**src/core/vpwed_sym.sv**
```systemverilog
// package of constants and the symbol width timer
package vpwed_pkg;
  localparam int CLK_MHZ = 20;
  localparam int WID = 13;
  localparam int TV1_MIN_US = 35;
  localparam int TV1_MAX_US = 95;
  localparam int TV2_MIN_US = 96;
  localparam int TV2_MAX_US = 163;
  localparam int TV3_MAX_US = 239;
  localparam int TV4_MIN_US = 239;
  localparam int IFR_WAIT_US = 135;
  localparam int PD_PULSE_US = 7;
  localparam int ECHO_US = 10;
  localparam logic [WID-1:0] TV1_MIN_CYC = WID'(TV1_MIN_US * CLK_MHZ);
  localparam logic [WID-1:0] TV1_MAX_CYC = WID'(TV1_MAX_US * CLK_MHZ);
  localparam logic [WID-1:0] TV2_MIN_CYC = WID'(TV2_MIN_US * CLK_MHZ);
  localparam logic [WID-1:0] TV2_MAX_CYC = WID'(TV2_MAX_US * CLK_MHZ);
  localparam int TV3_MAX_DEF = TV3_MAX_US * CLK_MHZ;
  localparam int TV4_MIN_DEF = TV4_MIN_US * CLK_MHZ;
  localparam logic [WID-1:0] IFR_WAIT_CYC = WID'(IFR_WAIT_US * CLK_MHZ);
  localparam logic [WID-1:0] PD_PULSE_CYC = WID'(PD_PULSE_US * CLK_MHZ);
  localparam logic [WID-1:0] ECHO_CYC = WID'(ECHO_US * CLK_MHZ);
  localparam logic [2:0] BIT_CNT_RST = 3'h0;
  typedef enum logic [1:0] {
    ST_WAIT = 2'b00,
    ST_READY = 2'b01,
    ST_FRAME = 2'b10,
    ST_GAP0 = 2'b11
  } vpwed_state_e;
endpackage : vpwed_pkg

`timescale 1ns/1ps
////////////////////////////////////////////////////////////////////////////////
module vpwed_sym #(
  parameter int MARK_CYC = 3261,
  parameter int IDLE_CYC = 4780
) (
  input wire logic clk,
  input wire logic rst_n,
  input wire logic line_act,
  output logic edge_ff,
  output logic was_act_ff,
  output logic [vpwed_pkg::WID-1:0] width_ff,
  output logic mark_ff,
  output logic idle_ff
);
  import vpwed_pkg::*;
  initial if (IDLE_CYC >= (1 << WID) || MARK_CYC >= IDLE_CYC || MARK_CYC < 2)
    $error("vpwed_sym: thresholds out of range");
  logic prev_ff, nxt_prev, nxt_edge, nxt_was_act, nxt_mark, nxt_idle;
  logic [WID-1:0] cnt_ff, nxt_cnt, nxt_width;
  always_comb
  begin
    nxt_prev = line_act;
    nxt_edge = line_act != prev_ff;
    nxt_was_act = was_act_ff;
    nxt_width = width_ff;
    // saturate so a stuck line never wraps into a fake short symbol
    nxt_cnt = (cnt_ff == {WID{1'b1}}) ? cnt_ff : cnt_ff + 1'b1;
    if (nxt_edge)
    begin
      nxt_was_act = prev_ff;
      nxt_width = cnt_ff;
      nxt_cnt = {{(WID-1){1'b0}}, 1'b1};
    end
    nxt_mark = !line_act && !nxt_edge && cnt_ff == WID'(MARK_CYC);
    // level, so an abort on a bus that is already quiet still finds idle
    nxt_idle = !line_act && !nxt_edge && cnt_ff >= WID'(IDLE_CYC);
  end
  always_ff @(posedge clk)
  begin
    if (!rst_n)
    begin
      prev_ff <= 1'b0;
      edge_ff <= 1'b0;
      was_act_ff <= 1'b0;
      width_ff <= '0;
      cnt_ff <= '0;
      mark_ff <= 1'b0;
      idle_ff <= 1'b0;
    end
    else
    begin
      prev_ff <= nxt_prev;
      edge_ff <= nxt_edge;
      was_act_ff <= nxt_was_act;
      width_ff <= nxt_width;
      cnt_ff <= nxt_cnt;
      mark_ff <= nxt_mark;
      idle_ff <= nxt_idle;
    end
  end
endmodule : vpwed_sym

```
**src/core/vpwed_top.sv**
```systemverilog
// error detection, abort, wait-for-idle and loopback for a byte-level vpw interface
`timescale 1ns/1ps
////////////////////////////////////////////////////////////////////////////////
// Summary of operation
// RULE_01: test input high puts the device into loopback of its own transmit.
// RULE_02: loopback ignores the bus input, feeds transmit back, pin still toggles.
// RULE_03: a general or check-byte error aborts the message and waits for idle.
// RULE_04: noise shorter than minimum short symbol sets the error, even while waiting.
// RULE_05: a non short, long or break symbol mid-message sets the error.
// RULE_06: a received bit count not a multiple of eight sets the error.
// RULE_07: host starting over 96 us after bus quiet sets the error.
// RULE_08: bad start, end-of-data, end-of-frame or normalization widths set the error.
// RULE_09: start of frame sooner than TV4 after a type 0 message sets the error.
// RULE_10: missing transfer strobe or short-form last byte while sending sets the error.
// RULE_11: requested in-frame response without strobe within 135 us sets the error.
// RULE_12: single-byte type 1 or 2 response without long strobe sets the error.
// RULE_13: register exchange during a data byte sets the error, no wait-for-idle.
// RULE_14: data byte starting during a register exchange while sending sets the error.
// RULE_15: a driven transition not echoed on the receive input sets the error.
// RULE_16: any failure during the test sequence sets the error.
// RULE_17: a low pulse under 7 us during power-down sets the error.
// RULE_18: start directly followed by end-of-data sets only the check-byte error.
// RULE_19: waiting for idle discards all but noise; entered on reset, skip, errors.
// RULE_20: after type 1 to 3 messages, later symbols are ignored silently until idle.
// RULE_21: bad body check byte sets the check-byte error and drops any response.
// RULE_22: bad response check byte on an otherwise good type 3 frame sets it too.
// RULE_23: a break stops transmission and enters wait-for-idle; here a break in ready or frame state only enters wait-for-idle and abort_msg stays low.
// RULE_24: host enables loopback only after the bus quiet indicator is low.
// RULE_25: host resets and reprograms the divider after repeated errors.
// RULE_26: both error flags hold until the host reads status, then clear.
module vpwed_top
  import vpwed_pkg::*;
#(
  parameter int TV3_MAX_CYC = vpwed_pkg::TV3_MAX_DEF,
  parameter int TV4_CYC = vpwed_pkg::TV4_MIN_DEF
) (
  input wire logic clk,
  input wire logic rst_n,
  input wire logic bus_receive_input_n,
  input wire logic test_mode_in,
  input wire logic tx_drive,
  input wire logic transmitting,
  input wire logic host_tx_start,
  input wire logic xfer_start,
  input wire logic xfer_strobe,
  input wire logic xfer_long,
  input wire logic xfer_last,
  input wire logic data_xfer_active,
  input wire logic ifr_request,
  input wire logic [1:0] msg_type,
  input wire logic body_crc_done,
  input wire logic body_crc_bad,
  input wire logic ifr_crc_bad,
  input wire logic reg_xchg_start,
  input wire logic reg_xchg_active,
  input wire logic reg_xchg_done,
  input wire logic test_seq_active,
  input wire logic test_fail,
  input wire logic sleep_request_bit,
  input wire logic skip_to_next_bit,
  output logic bus_transmit_output,
  output logic rx_seen_n,
  output logic gen_err_flag,
  output logic crc_err_flag,
  output logic wait_idle,
  output logic abort_msg,
  output logic bus_quiet
);
  import vpwed_pkg::*;
  initial if (TV4_CYC >= (1 << WID) || TV3_MAX_CYC <= int'(TV2_MAX_CYC) || TV3_MAX_CYC > TV4_CYC)
    $error("vpwed_top: timing parameters out of range");

  ////////////////////////////////////////////////////////////////////////////////
  // pin synchronisers and loopback path
  logic rx_meta_ff, rx_sync_ff, test_meta_ff, test_sync_ff, tx_ff, rx_ff;
  logic nxt_rx;
  always_comb
  begin
    // loopback replaces the bus input with our own drive
    nxt_rx = test_sync_ff ? !tx_ff : rx_sync_ff; // RULE_01 RULE_02
  end
  always_ff @(posedge clk)
  begin
    if (!rst_n)
    begin
      rx_meta_ff <= 1'b1;
      rx_sync_ff <= 1'b1;
      test_meta_ff <= 1'b0;
      test_sync_ff <= 1'b0;
      tx_ff <= 1'b0;
      rx_ff <= 1'b1;
    end
    else
    begin
      rx_meta_ff <= bus_receive_input_n;
      rx_sync_ff <= rx_meta_ff;
      test_meta_ff <= test_mode_in;
      test_sync_ff <= test_meta_ff;
      tx_ff <= tx_drive; // RULE_02
      rx_ff <= nxt_rx;
    end
  end
  assign bus_transmit_output = tx_ff;
  assign rx_seen_n = rx_ff;

  ////////////////////////////////////////////////////////////////////////////////
  // symbol timing
  logic sym_edge, sym_act, sym_mark, sym_idle;
  logic [WID-1:0] sym_w;
  vpwed_sym #(
    .MARK_CYC(int'(TV2_MAX_CYC) + 1),
    .IDLE_CYC(TV4_CYC)
  ) u_sym (
    .clk(clk),
    .rst_n(rst_n),
    .line_act(!rx_ff),
    .edge_ff(sym_edge),
    .was_act_ff(sym_act),
    .width_ff(sym_w),
    .mark_ff(sym_mark),
    .idle_ff(sym_idle)
  );
  logic is_noise, is_short, is_long, is_sof, is_break;
  always_comb
  begin
    is_noise = sym_w < TV1_MIN_CYC;
    is_short = !is_noise && sym_w <= TV1_MAX_CYC;
    is_long = sym_w >= TV2_MIN_CYC && sym_w <= TV2_MAX_CYC;
    is_sof = sym_w > TV2_MAX_CYC && sym_w <= WID'(TV3_MAX_CYC);
    is_break = sym_w > WID'(TV3_MAX_CYC);
  end

  ////////////////////////////////////////////////////////////////////////////////
  // frame state, host checks and flags
  vpwed_state_e state_ff, nxt_state;
  logic [2:0] bits_ff, nxt_bits;
  logic bits_any_ff, nxt_bits_any;
  logic [WID-1:0] quiet_cnt_ff, nxt_quiet_cnt, ifr_cnt_ff, nxt_ifr_cnt, echo_cnt_ff, nxt_echo_cnt;
  logic ifr_first_ff, nxt_ifr_first;
  logic gen_ff, nxt_gen, crc_ff, nxt_crc, abort_ff, nxt_abort, wait_ff, nxt_wait, quiet_ff, nxt_quiet;
  logic err_hard, err_soft, crc_set;
  always_comb
  begin
    nxt_state = state_ff;
    nxt_bits = bits_ff;
    nxt_bits_any = bits_any_ff;
    err_hard = 1'b0;
    err_soft = 1'b0;
    crc_set = 1'b0;
    if (sleep_request_bit)
    begin
      // clock is still running here, so the filter measures what would wake us
      if (sym_edge && sym_act && sym_w < PD_PULSE_CYC)
        err_hard = 1'b1; // RULE_17
    end
    else
    begin
      unique case (state_ff)
        ST_WAIT:
        begin
          if (sym_edge && is_noise)
            err_hard = 1'b1; // RULE_04
          if (sym_idle)
            nxt_state = ST_READY; // RULE_19 RULE_20
        end
        ST_READY:
        begin
          if (sym_edge && is_noise)
            err_hard = 1'b1; // RULE_04
          else if (sym_edge && sym_act && is_break)
            nxt_state = ST_WAIT; // RULE_23
          else if (sym_edge && sym_act && is_sof)
          begin
            nxt_state = ST_FRAME;
            nxt_bits = BIT_CNT_RST;
            nxt_bits_any = 1'b0;
          end
          else if (sym_edge && sym_act)
            err_hard = 1'b1; // RULE_08
        end
        ST_FRAME:
        begin
          if (sym_edge && is_noise)
            err_hard = 1'b1; // RULE_04
          else if (sym_edge && sym_act && is_break)
            nxt_state = ST_WAIT; // RULE_23
          else if (sym_edge && (is_short || is_long))
          begin
            nxt_bits = bits_ff + 3'h1;
            nxt_bits_any = 1'b1;
          end
          else if (sym_edge)
            err_hard = 1'b1; // RULE_05 RULE_08
          else if (sym_mark)
          begin
            if (!bits_any_ff)
              crc_set = 1'b1; // RULE_18
            else if (bits_ff != BIT_CNT_RST)
              err_hard = 1'b1; // RULE_06
            else if (msg_type == 2'h0)
              nxt_state = ST_GAP0;
            else
              nxt_state = ST_WAIT; // RULE_19 RULE_20
          end
        end
        ST_GAP0:
        begin
          if (sym_edge && sym_act)
            err_hard = 1'b1; // RULE_04 RULE_09
          else if (sym_idle)
            nxt_state = ST_READY;
        end
      endcase
    end
    if (host_tx_start && quiet_cnt_ff > TV2_MIN_CYC)
      err_hard = 1'b1; // RULE_07
    if (transmitting && xfer_start && (!xfer_strobe || (xfer_last && !xfer_long)))
      err_hard = 1'b1; // RULE_10
    if (ifr_cnt_ff == WID'(1) && !xfer_strobe)
      err_hard = 1'b1; // RULE_11
    if (ifr_first_ff && xfer_start && (msg_type == 2'h1 || msg_type == 2'h2) && !xfer_long)
      err_hard = 1'b1; // RULE_12
    if (reg_xchg_start && data_xfer_active)
      err_soft = 1'b1; // RULE_13
    if (transmitting && xfer_start && reg_xchg_active)
      err_hard = 1'b1; // RULE_14
    if (echo_cnt_ff == WID'(1) && rx_ff == tx_ff)
      err_hard = 1'b1; // RULE_15
    if (test_seq_active && test_fail)
      err_hard = 1'b1; // RULE_16
    if (body_crc_bad || (ifr_crc_bad && msg_type == 2'h3))
      crc_set = 1'b1; // RULE_21 RULE_22
    nxt_abort = err_hard || crc_set; // RULE_03
    if (nxt_abort || skip_to_next_bit)
      nxt_state = ST_WAIT; // RULE_03 RULE_19
    // set wins over the read that clears
    nxt_gen = err_hard || err_soft || (gen_ff && !reg_xchg_done); // RULE_26
    nxt_crc = crc_set || (crc_ff && !reg_xchg_done); // RULE_26
  end

  always_comb
  begin
    nxt_quiet_cnt = '0;
    if (state_ff == ST_READY)
      nxt_quiet_cnt = (quiet_cnt_ff == {WID{1'b1}}) ? quiet_cnt_ff : quiet_cnt_ff + 1'b1;
    nxt_ifr_cnt = (ifr_cnt_ff == '0 || xfer_strobe) ? '0 : ifr_cnt_ff - 1'b1; // RULE_11
    nxt_ifr_first = ifr_first_ff && !xfer_start;
    // a bad body check byte drops the response timer as well
    if (body_crc_done && !body_crc_bad && ifr_request)
    begin
      nxt_ifr_cnt = IFR_WAIT_CYC;
      nxt_ifr_first = 1'b1;
    end
    if (body_crc_bad || nxt_abort || skip_to_next_bit)
    begin
      nxt_ifr_cnt = '0; // RULE_21
      nxt_ifr_first = 1'b0;
    end
    nxt_echo_cnt = (echo_cnt_ff == '0 || rx_ff != tx_ff) ? '0 : echo_cnt_ff - 1'b1;
    if (tx_drive != tx_ff)
      nxt_echo_cnt = ECHO_CYC; // RULE_15
    nxt_wait = (nxt_state == ST_WAIT); // RULE_19
    nxt_quiet = (nxt_state == ST_READY);
  end

  always_ff @(posedge clk)
  begin
    if (!rst_n)
    begin
      state_ff <= ST_WAIT; // RULE_19
      bits_ff <= BIT_CNT_RST;
      bits_any_ff <= 1'b0;
      quiet_cnt_ff <= '0;
      ifr_cnt_ff <= '0;
      ifr_first_ff <= 1'b0;
      echo_cnt_ff <= '0;
      gen_ff <= 1'b0;
      crc_ff <= 1'b0;
      abort_ff <= 1'b0;
      wait_ff <= 1'b1;
      quiet_ff <= 1'b0;
    end
    else
    begin
      state_ff <= nxt_state;
      bits_ff <= nxt_bits;
      bits_any_ff <= nxt_bits_any;
      quiet_cnt_ff <= nxt_quiet_cnt;
      ifr_cnt_ff <= nxt_ifr_cnt;
      ifr_first_ff <= nxt_ifr_first;
      echo_cnt_ff <= nxt_echo_cnt;
      gen_ff <= nxt_gen;
      crc_ff <= nxt_crc;
      abort_ff <= nxt_abort;
      wait_ff <= nxt_wait;
      quiet_ff <= nxt_quiet;
    end
  end
  assign gen_err_flag = gen_ff;
  assign crc_err_flag = crc_ff;
  assign abort_msg = abort_ff;
  assign wait_idle = wait_ff;
  assign bus_quiet = quiet_ff;
endmodule : vpwed_top

```
**config.mk**
```make
export PLATFORM = sky130hd
export DESIGN_NAME = vpwed_top
export DESIGN_NICKNAME = d
export VERILOG_FILES = /design/src/core/vpwed_sym.sv /design/src/core/vpwed_top.sv
export SDC_FILE = /design/constraint.sdc
export NUM_CORES = 1
export LEC_CHECK = 0
export BUFFER_PORTS_ARGS = -buffer_cell sky130_fd_sc_hd__buf_2
export CAP_MARGIN = 10
export CELL_PAD_IN_SITES_DETAIL_PLACEMENT = 1
export CELL_PAD_IN_SITES_GLOBAL_PLACEMENT = 1
export CORE_ASPECT_RATIO = 1.2
export CORE_MARGIN = 8
export CORE_UTILIZATION = 40
export CTS_CLUSTER_SIZE = 28
export DETAILED_ROUTE_END_ITERATION = 10
export PLACE_DENSITY_LB_ADDON = 0.1
export SLEW_MARGIN = 20
export SYNTH_ARGS = -nofsm -noshare
export SYNTH_HDL_FRONTEND = slang
export SYNTH_SLANG_ARGS = --single-unit
```
**constraint.sdc**
```tcl
create_clock -name clk -period 2.5 [get_ports clk]
set_input_delay 0 -clock clk [delete_from_list [all_inputs] [get_ports clk]]
set_output_delay 0 -clock clk [all_outputs]
set_load 0.02 [all_outputs]
```
=== Word level (Yosys, flattened, before mapping) ===
Index checks and enable logic that the tools add are counted.

* Reduce and logical (&&, ||, !) cells: 65
* Bitwise logic cells: 2
* Equality and inequality tests: 23
* Multiplexer cells: 70
* Add/subtract/negate cells: 5
* Magnitude comparators: 10

{| class="wikitable"
|+ Operator list
! kind !! count
|-
| 2-to-1 mux 1 bit || 41
|-
| logical AND 1 bit || 30
|-
| 2-to-1 mux 2 bit || 15
|-
| adder 13 x 1 -> 13 bit (second input constant) || 2
|-
| == test 13 x 1 -> 1 bit (second input constant) || 2
|-
| == test 13 bit (second input constant) || 2
|-
| zero test 13 bit || 2
|-
| subtractor 13 x 1 -> 13 bit (second input constant) || 2
|-
| 2-to-1 mux 12 bit || 2
|-
| 2-to-1 mux 3 bit || 6
|-
| 2-to-1 mux 8 bit || 2
|-
| == test 13 x 12 -> 1 bit (second input constant) || 1
|-
| >= comparator 13 x 11 -> 1 bit (second input constant) || 1
|-
| >= comparator 13 bit (second input constant) || 1
|-
| greater-than comparator 13 x 11 -> 1 bit (second input constant) || 1
|-
| greater-than comparator 13 x 12 -> 1 bit (second input constant) || 1
|-
| greater-than comparator 13 bit (second input constant) || 1
|-
| <= comparator 13 x 11 -> 1 bit (second input constant) || 1
|-
| <= comparator 13 x 12 -> 1 bit (second input constant) || 1
|-
| <= comparator 13 bit (second input constant) || 1
|-
| logical OR 1 bit || 13
|-
| < comparator 13 x 10 -> 1 bit (second input constant) || 1
|-
| < comparator 13 x 8 -> 1 bit (second input constant) || 1
|-
| inequality test 2 bit (second input constant) || 6
|-
| other kinds (20) || 39
|}

* Logic and storage cells: 203
* Register bits after elaboration: 88
* Bits of input ports: 25
* Output and inout bits: 7

=== Longest topological paths before layout ===
* Depth in word-level cells: 21
* Gate-level depth with buffers: 9
* Gate-level depth less buffers: 8

=== Hierarchy ===
A second synthesis with hierarchy kept.

* Cells, all modules: 525
* Area, all modules: 4684.5 µm²

{| class="wikitable"
|+ By module, submodules not included
! module !! area each (µm²) !! cells an instance !! seq. area each (µm²) !! instances
|-
| vpwed_top || 3291.9 || 380 || 1141.1 || 1
|-
| vpwed_sym || 1392.6 || 145 || 620.6 || 1
|}

=== Least setup slack after synthesis ===
OpenSTA, ideal clock, no wires.

* Path kind: register to register
* Start: register u_sym.width_ff[5] (netlist bit)
* End: register bits_ff[2]
* Cell stages (with the launch flop): 8
* Data required time: 2.433 ns
* Library setup time: 0.067 ns
* Period minus slack after synthesis: 2.512 ns
* Arrival time: 2.445 ns
* Slack: -0.012 ns
* Path buffers: 0
* Path through: dfxtp_1 -> nand4_1 -> nor4b_1 -> mux2i_1 -> or4b_1 -> a2111o_1 -> mux2_4 -> o21ai_2

* Longest elaborated chain between the ends: 7
* Elaborated cells on any way between the ends: 23
* Those cells by class: 7 x order compare; 6 x eq/ne; 10 x reduce/logical

{| class="wikitable"
|+ Ends and longest elaborated chain
! what !! RTL line !! source
|-
| from (decl) || vpwed_sym.sv:43 || <nowiki>output logic [vpwed_pkg::WID-1:0] width_ff,</nowiki>
|-
| from (signal assigned) || vpwed_sym.sv:87 || <nowiki>width_ff <= nxt_width;</nowiki>
|-
| < comparator 13 x 10 -> 1 bit || vpwed_top.sv:126 || <nowiki>is_noise = sym_w < TV1_MIN_CYC;</nowiki>
|-
| zero test 1 bit || vpwed_top.sv:127 || <nowiki>is_short = !is_noise && sym_w <= TV1_MAX_CYC;</nowiki>
|-
| logical AND 1 bit || vpwed_top.sv:127 ||
|-
| logical OR 1 bit || vpwed_top.sv:187 || <nowiki>else if (sym_edge && (is_short || is_long))</nowiki>
|-
| logical AND 1 bit || vpwed_top.sv:187 ||
|-
| inequality test 2 bit (no line) || -- ||
|-
| AND reduction 8 bit (no line) * || -- ||
|-
| to (signal assigned) || vpwed_top.sv:286 || <nowiki>bits_ff <= nxt_bits;</nowiki>
|-
| to (decl) || vpwed_top.sv:136 || <nowiki>logic [2:0] bits_ff, nxt_bits;</nowiki>
|}

Mark *: on every way between the ends. The rest lies on a longest branch, timed or not.
A chain may end at the register's enable or synchronous reset.

=== Worst setup path in the final report ===
Ends and elaborated chain as after synthesis.

==> results by stage <==
Run status:
- The run finished with clean final reports.

Setup path:
- The signal on the critical path passes through nand4_1 > nor4b_2 > mux2i_1 > or4b_1 > a2111o_1 > mux2_4 > o21ai_2.
- Data on the critical path arrives at its endpoint at 2730 ps.
- Data on the critical path is required at its endpoint by 2770 ps.
- By startpoint and endpoint, the worst setup path is classified as reg2reg.
- The worst-path maximum fanout is 4.
- The worst setup path is captured at a flip-flop.
- The worst setup path is launched from a flip-flop.
- The slowest stage of the critical path is the a2111o_1 cell.
- The biggest cell delay along the critical path is 490 ps.

Power and ir drop:
- The power density over the cells is 591 nW/um2.
- Of the total power, the share spent switching nets is 0.227.
- The worst-case IR drop observed on VDD is 0.000311 V.
- The part of the power in combinational logic is 0.081.
- The analysis attributes to cell leakage a power of 2.08 nW.
- The share of total power dissipated in sequential elements is 0.464.
- In this run the power spent charging and discharging nets is 0.713 mW.
- The share of power burned in the clock network is 0.455.
- The internal power of the cells totals 2.43 mW.

Worst hold path:
- The classification of the worst-slack hold path is in2reg.

CTS:
- The clock sink total is 88.
- TritonCTS built the clock tree.
- The clock-pin transition on the worst setup and hold timing paths is 60 ps.
- The clock root buffer is clkbuf_16.
- The number of buffers between clock root and the deepest sink is 2.
- The source-to-sink clock delay at the later pin of the worst-skew pair is 340 ps.
- The H-tree level count is 3.
- The clock buffer count from CTS is 9.

Layout:
- The post-route cell area is 5320 um2.
- The antenna diode count is 0.
- The core utilization of the finished layout is 0.491.
- The layout has 1256 filler cells.
- The share of post-route cells with drive strength above 1 is 0.164.
- The most frequent standard cell in the layout excluding fill and tap cells is dfxtp_1.
- The top cell types in the final layout, fill and taps aside, are 88 x dfxtp_1, 64 x nor2_1, 40 x nand2_1, 33 x buf_4, 31 x buf_2.
- The finished layout holds 711 standard cells, fillers aside.
- The area growth from synthesis to final layout is 21.9%.
- The number of nets at the end of the flow is 617.

Route:
- For this run, the detailed router's first-pass iteration total came to 4.
- The number of nets with antenna violations after detailed routing is 0.
- The per-cell via count in the routed design is 5.25.
- After the first detailed-routing iteration, the DRC count stood at 110.
- The average detailed-routed wire length per instance is 15.2 um.
- The final wirelength is 10.8 mm.
- The total DRC errors in the routed layout is 0.
- Detailed routing inserted a total of 3732 vias.

Place:
- The total of buffers placed on input and output ports is 31.
- The worst slack after detailed placement is -27.8 ps.
- The detailed placement HPWL is 8.16 mm.
- The last weighted congestion value of the routability-driven placer is 0.786.
- The number of cells in the design after placement is 685.
- The placed instances occupy a cell area of 4860 um2.

Flow run:
- Max-cap violations in this run came to 0.

Floorplan:
- The floorplan step defined a die boundary enclosing 14500 um2.
- From bottom edge to top edge, the die measures 130 um.
- From left edge to right edge, the die measures 111 um.
- The starting utilization of the core area is 0.403.
- In this run the count of I/O pins placed on the die edge is 32.
- The row count is 42.
- The area of the core is 10800 um2.

Timing:
- Setup repair after global routing could not meet its margin everywhere.
- The slew at the pin closest to its max-slew limit is 932 ps.
- The worst pin sits at a relative slew slack of 0.379.
- Based on the critical path, the design can be clocked at up to 407 MHz.
- The number of endpoints failing setup at the final stage is 0.
- The worst-case clock skew is 5.03 ps.
- The routed design could run at a clock period as short as 2460 ps.
- The total count of max-transition violations in the final report is 0.
- The share of the clock period used by the worst path is 0.983.
- The final setup slack of the worst path is 41.4 ps.
- The total negative setup slack is 0 ps.
- The number of hold violations in the final report is 0.

GRT:
- The total routing resource utilization after global routing is 0.154.
- The first-pass GRT wire length is 18.5 mm.
- The via count of the first global-routing pass is 3970.
- The number of antenna violations at the first check in global routing is 0.
- Global routing finished with a remaining overflow of 0.
- Entering global routing, the biggest net connects 31 pins.

Yosys:
- The post-synthesis instance area is 4360 um2.
- The share of the synthesized area in the top cell type is 0.404.
- In the synthesized netlist the dominant register cell turns out to be dfxtp_1.
- The number of nets in the synthesized netlist is 550.
- In the synthesized netlist the async set-or-reset flop fraction comes to 0.
- Summed over all instances, the cell type with the most area after synthesis is dfxtp_1.
- The number of flops mapped to enable cells by yosys is 0.
- The portion of the post-synthesis area used by sequential elements is 0.404.
- Counting distinct cell types in the post-synthesis netlist gives 58.
- In the synthesized netlist, the number of instances is 507.
- The flip-flop and latch count after synthesis is 88.
- The Yosys step of the flow raised 0 warnings.
- Ranked by total cell area, the synthesized netlist is headed by dfxtp_1 40%, nor2_1 5.5%, ha_1 5.2%.
- Averaged over all synthesized cells, the footprint is 8.61 um2.
flip-flops by register name, indices dropped and copies added, names as in the netlist, 2 cells and up:
name and flops:
state_ff 2, echo_cnt_ff 13, bits_ff 3, u_sym.width_ff 13, ifr_cnt_ff 13, u_sym.cnt_ff 13
quiet_cnt_ff 13
cells in the mapped netlist (5+ instances only):
cell type,number
dfxtp_1,88
nor2_1,64
nand2_1,40
inv_1,26
nand3_1,24
nor2b_1,24
xor2_1,24
a21oi_1,18
ha_1,18
mux2i_1,18
xnor2_1,17
clkbuf_1,13
nand4_1,13
nor3_1,13
o21ai_0,11
nand2b_1,7
and2_1,6
or4_1,6
and3_1,5
nor4_1,5
or3_1,5
per-layer routing:
layer	vias up	GRT usage	wire [um]
li1	1884	-	-
met1	1784	0.170	4780
met2	51	0.284	5490
met3	13	0.0283	369
met4	0	0.0636	179
met5	-	0	0
kinds of logic after synthesis:
kind of cell               synth area share
and+or+nand+nor                       0.272
DFF                                   0.404
AOI/OAI and AO/OA                     0.104
buffers and inverters                0.0396
xor gates and xnor gates             0.0823
muxes                                0.0473
adders and majority gates            0.0516
area by class of cell:
cell class,instances,area [um2],share of cell area
Clock buffer,9,225,0.0423
Clock inverter,7,95.1,0.0179
Inverter,26,97.6,0.0183
Multi-Input combinational cell,376,2480,0.466
Sequential cell,88,1760,0.331
Tap cell,132,165,0.0310
Timing Repair Buffer,73,494,0.0929
what timing repair did:
| action | CTS | global route |
|---|---|---|
| gates resized for setup | 0 | 8 |
| setup endpoints to repair | 4 | 20 |
| pin swaps | 2 | 3 |
| buffers inserted | 1 | 1 |
| endpoints found under the hold margin | 8 | 0 |
| hold buffers | 8 | 0 |
stage by stage:
step | total power, mW | hold slack [ps]
2_1_floorplan | 1.65 | 101
3_3_place_gp | 1.72 | 183
3_5_place_dp | 1.73 | 192
4_1_cts | 3.19 | 7.37
5_1_grt | 3.28 | 26.1
6_report | 3.14 | 21.4
worst paths after layout:
check | start | end | slack, ps | cells past startpoint
worst max-delay path | u_sym.width_ff[5]$_SDFFE_PN0P_ | bits_ff[2]$_SDFFE_PN0P_ | 40 | 7
worst min-delay path | reg_xchg_start | gen_err_flag$_SDFF_PN0_ | 20 | 3
worst max register to register | u_sym.width_ff[5]$_SDFFE_PN0P_ | bits_ff[2]$_SDFFE_PN0P_ | 40 | 7
worst min register to register | rx_meta_ff$_SDFF_PN1_ | rx_sync_ff$_SDFF_PN1_ | 410 | 1
power by group through the flow:
stage                     clock (mW)  sequential (mW)  combinational, mW
after floorplan                    0             1.49              0.166
after global placement             0             1.49              0.237
after detailed placement           0             1.49              0.241
after CTS                       1.48             1.46              0.256
after global routing            1.53             1.46              0.290
final                           1.43             1.46              0.256
worst max-delay path: cells and delay by family (launching register included):
kind / cells / cell delay [ps]
simple gates: 3 / 880
flops: 1 / 340
compound gates: 2 / 540
mux: 2 / 650
Power figures use the tool's default switching activity.
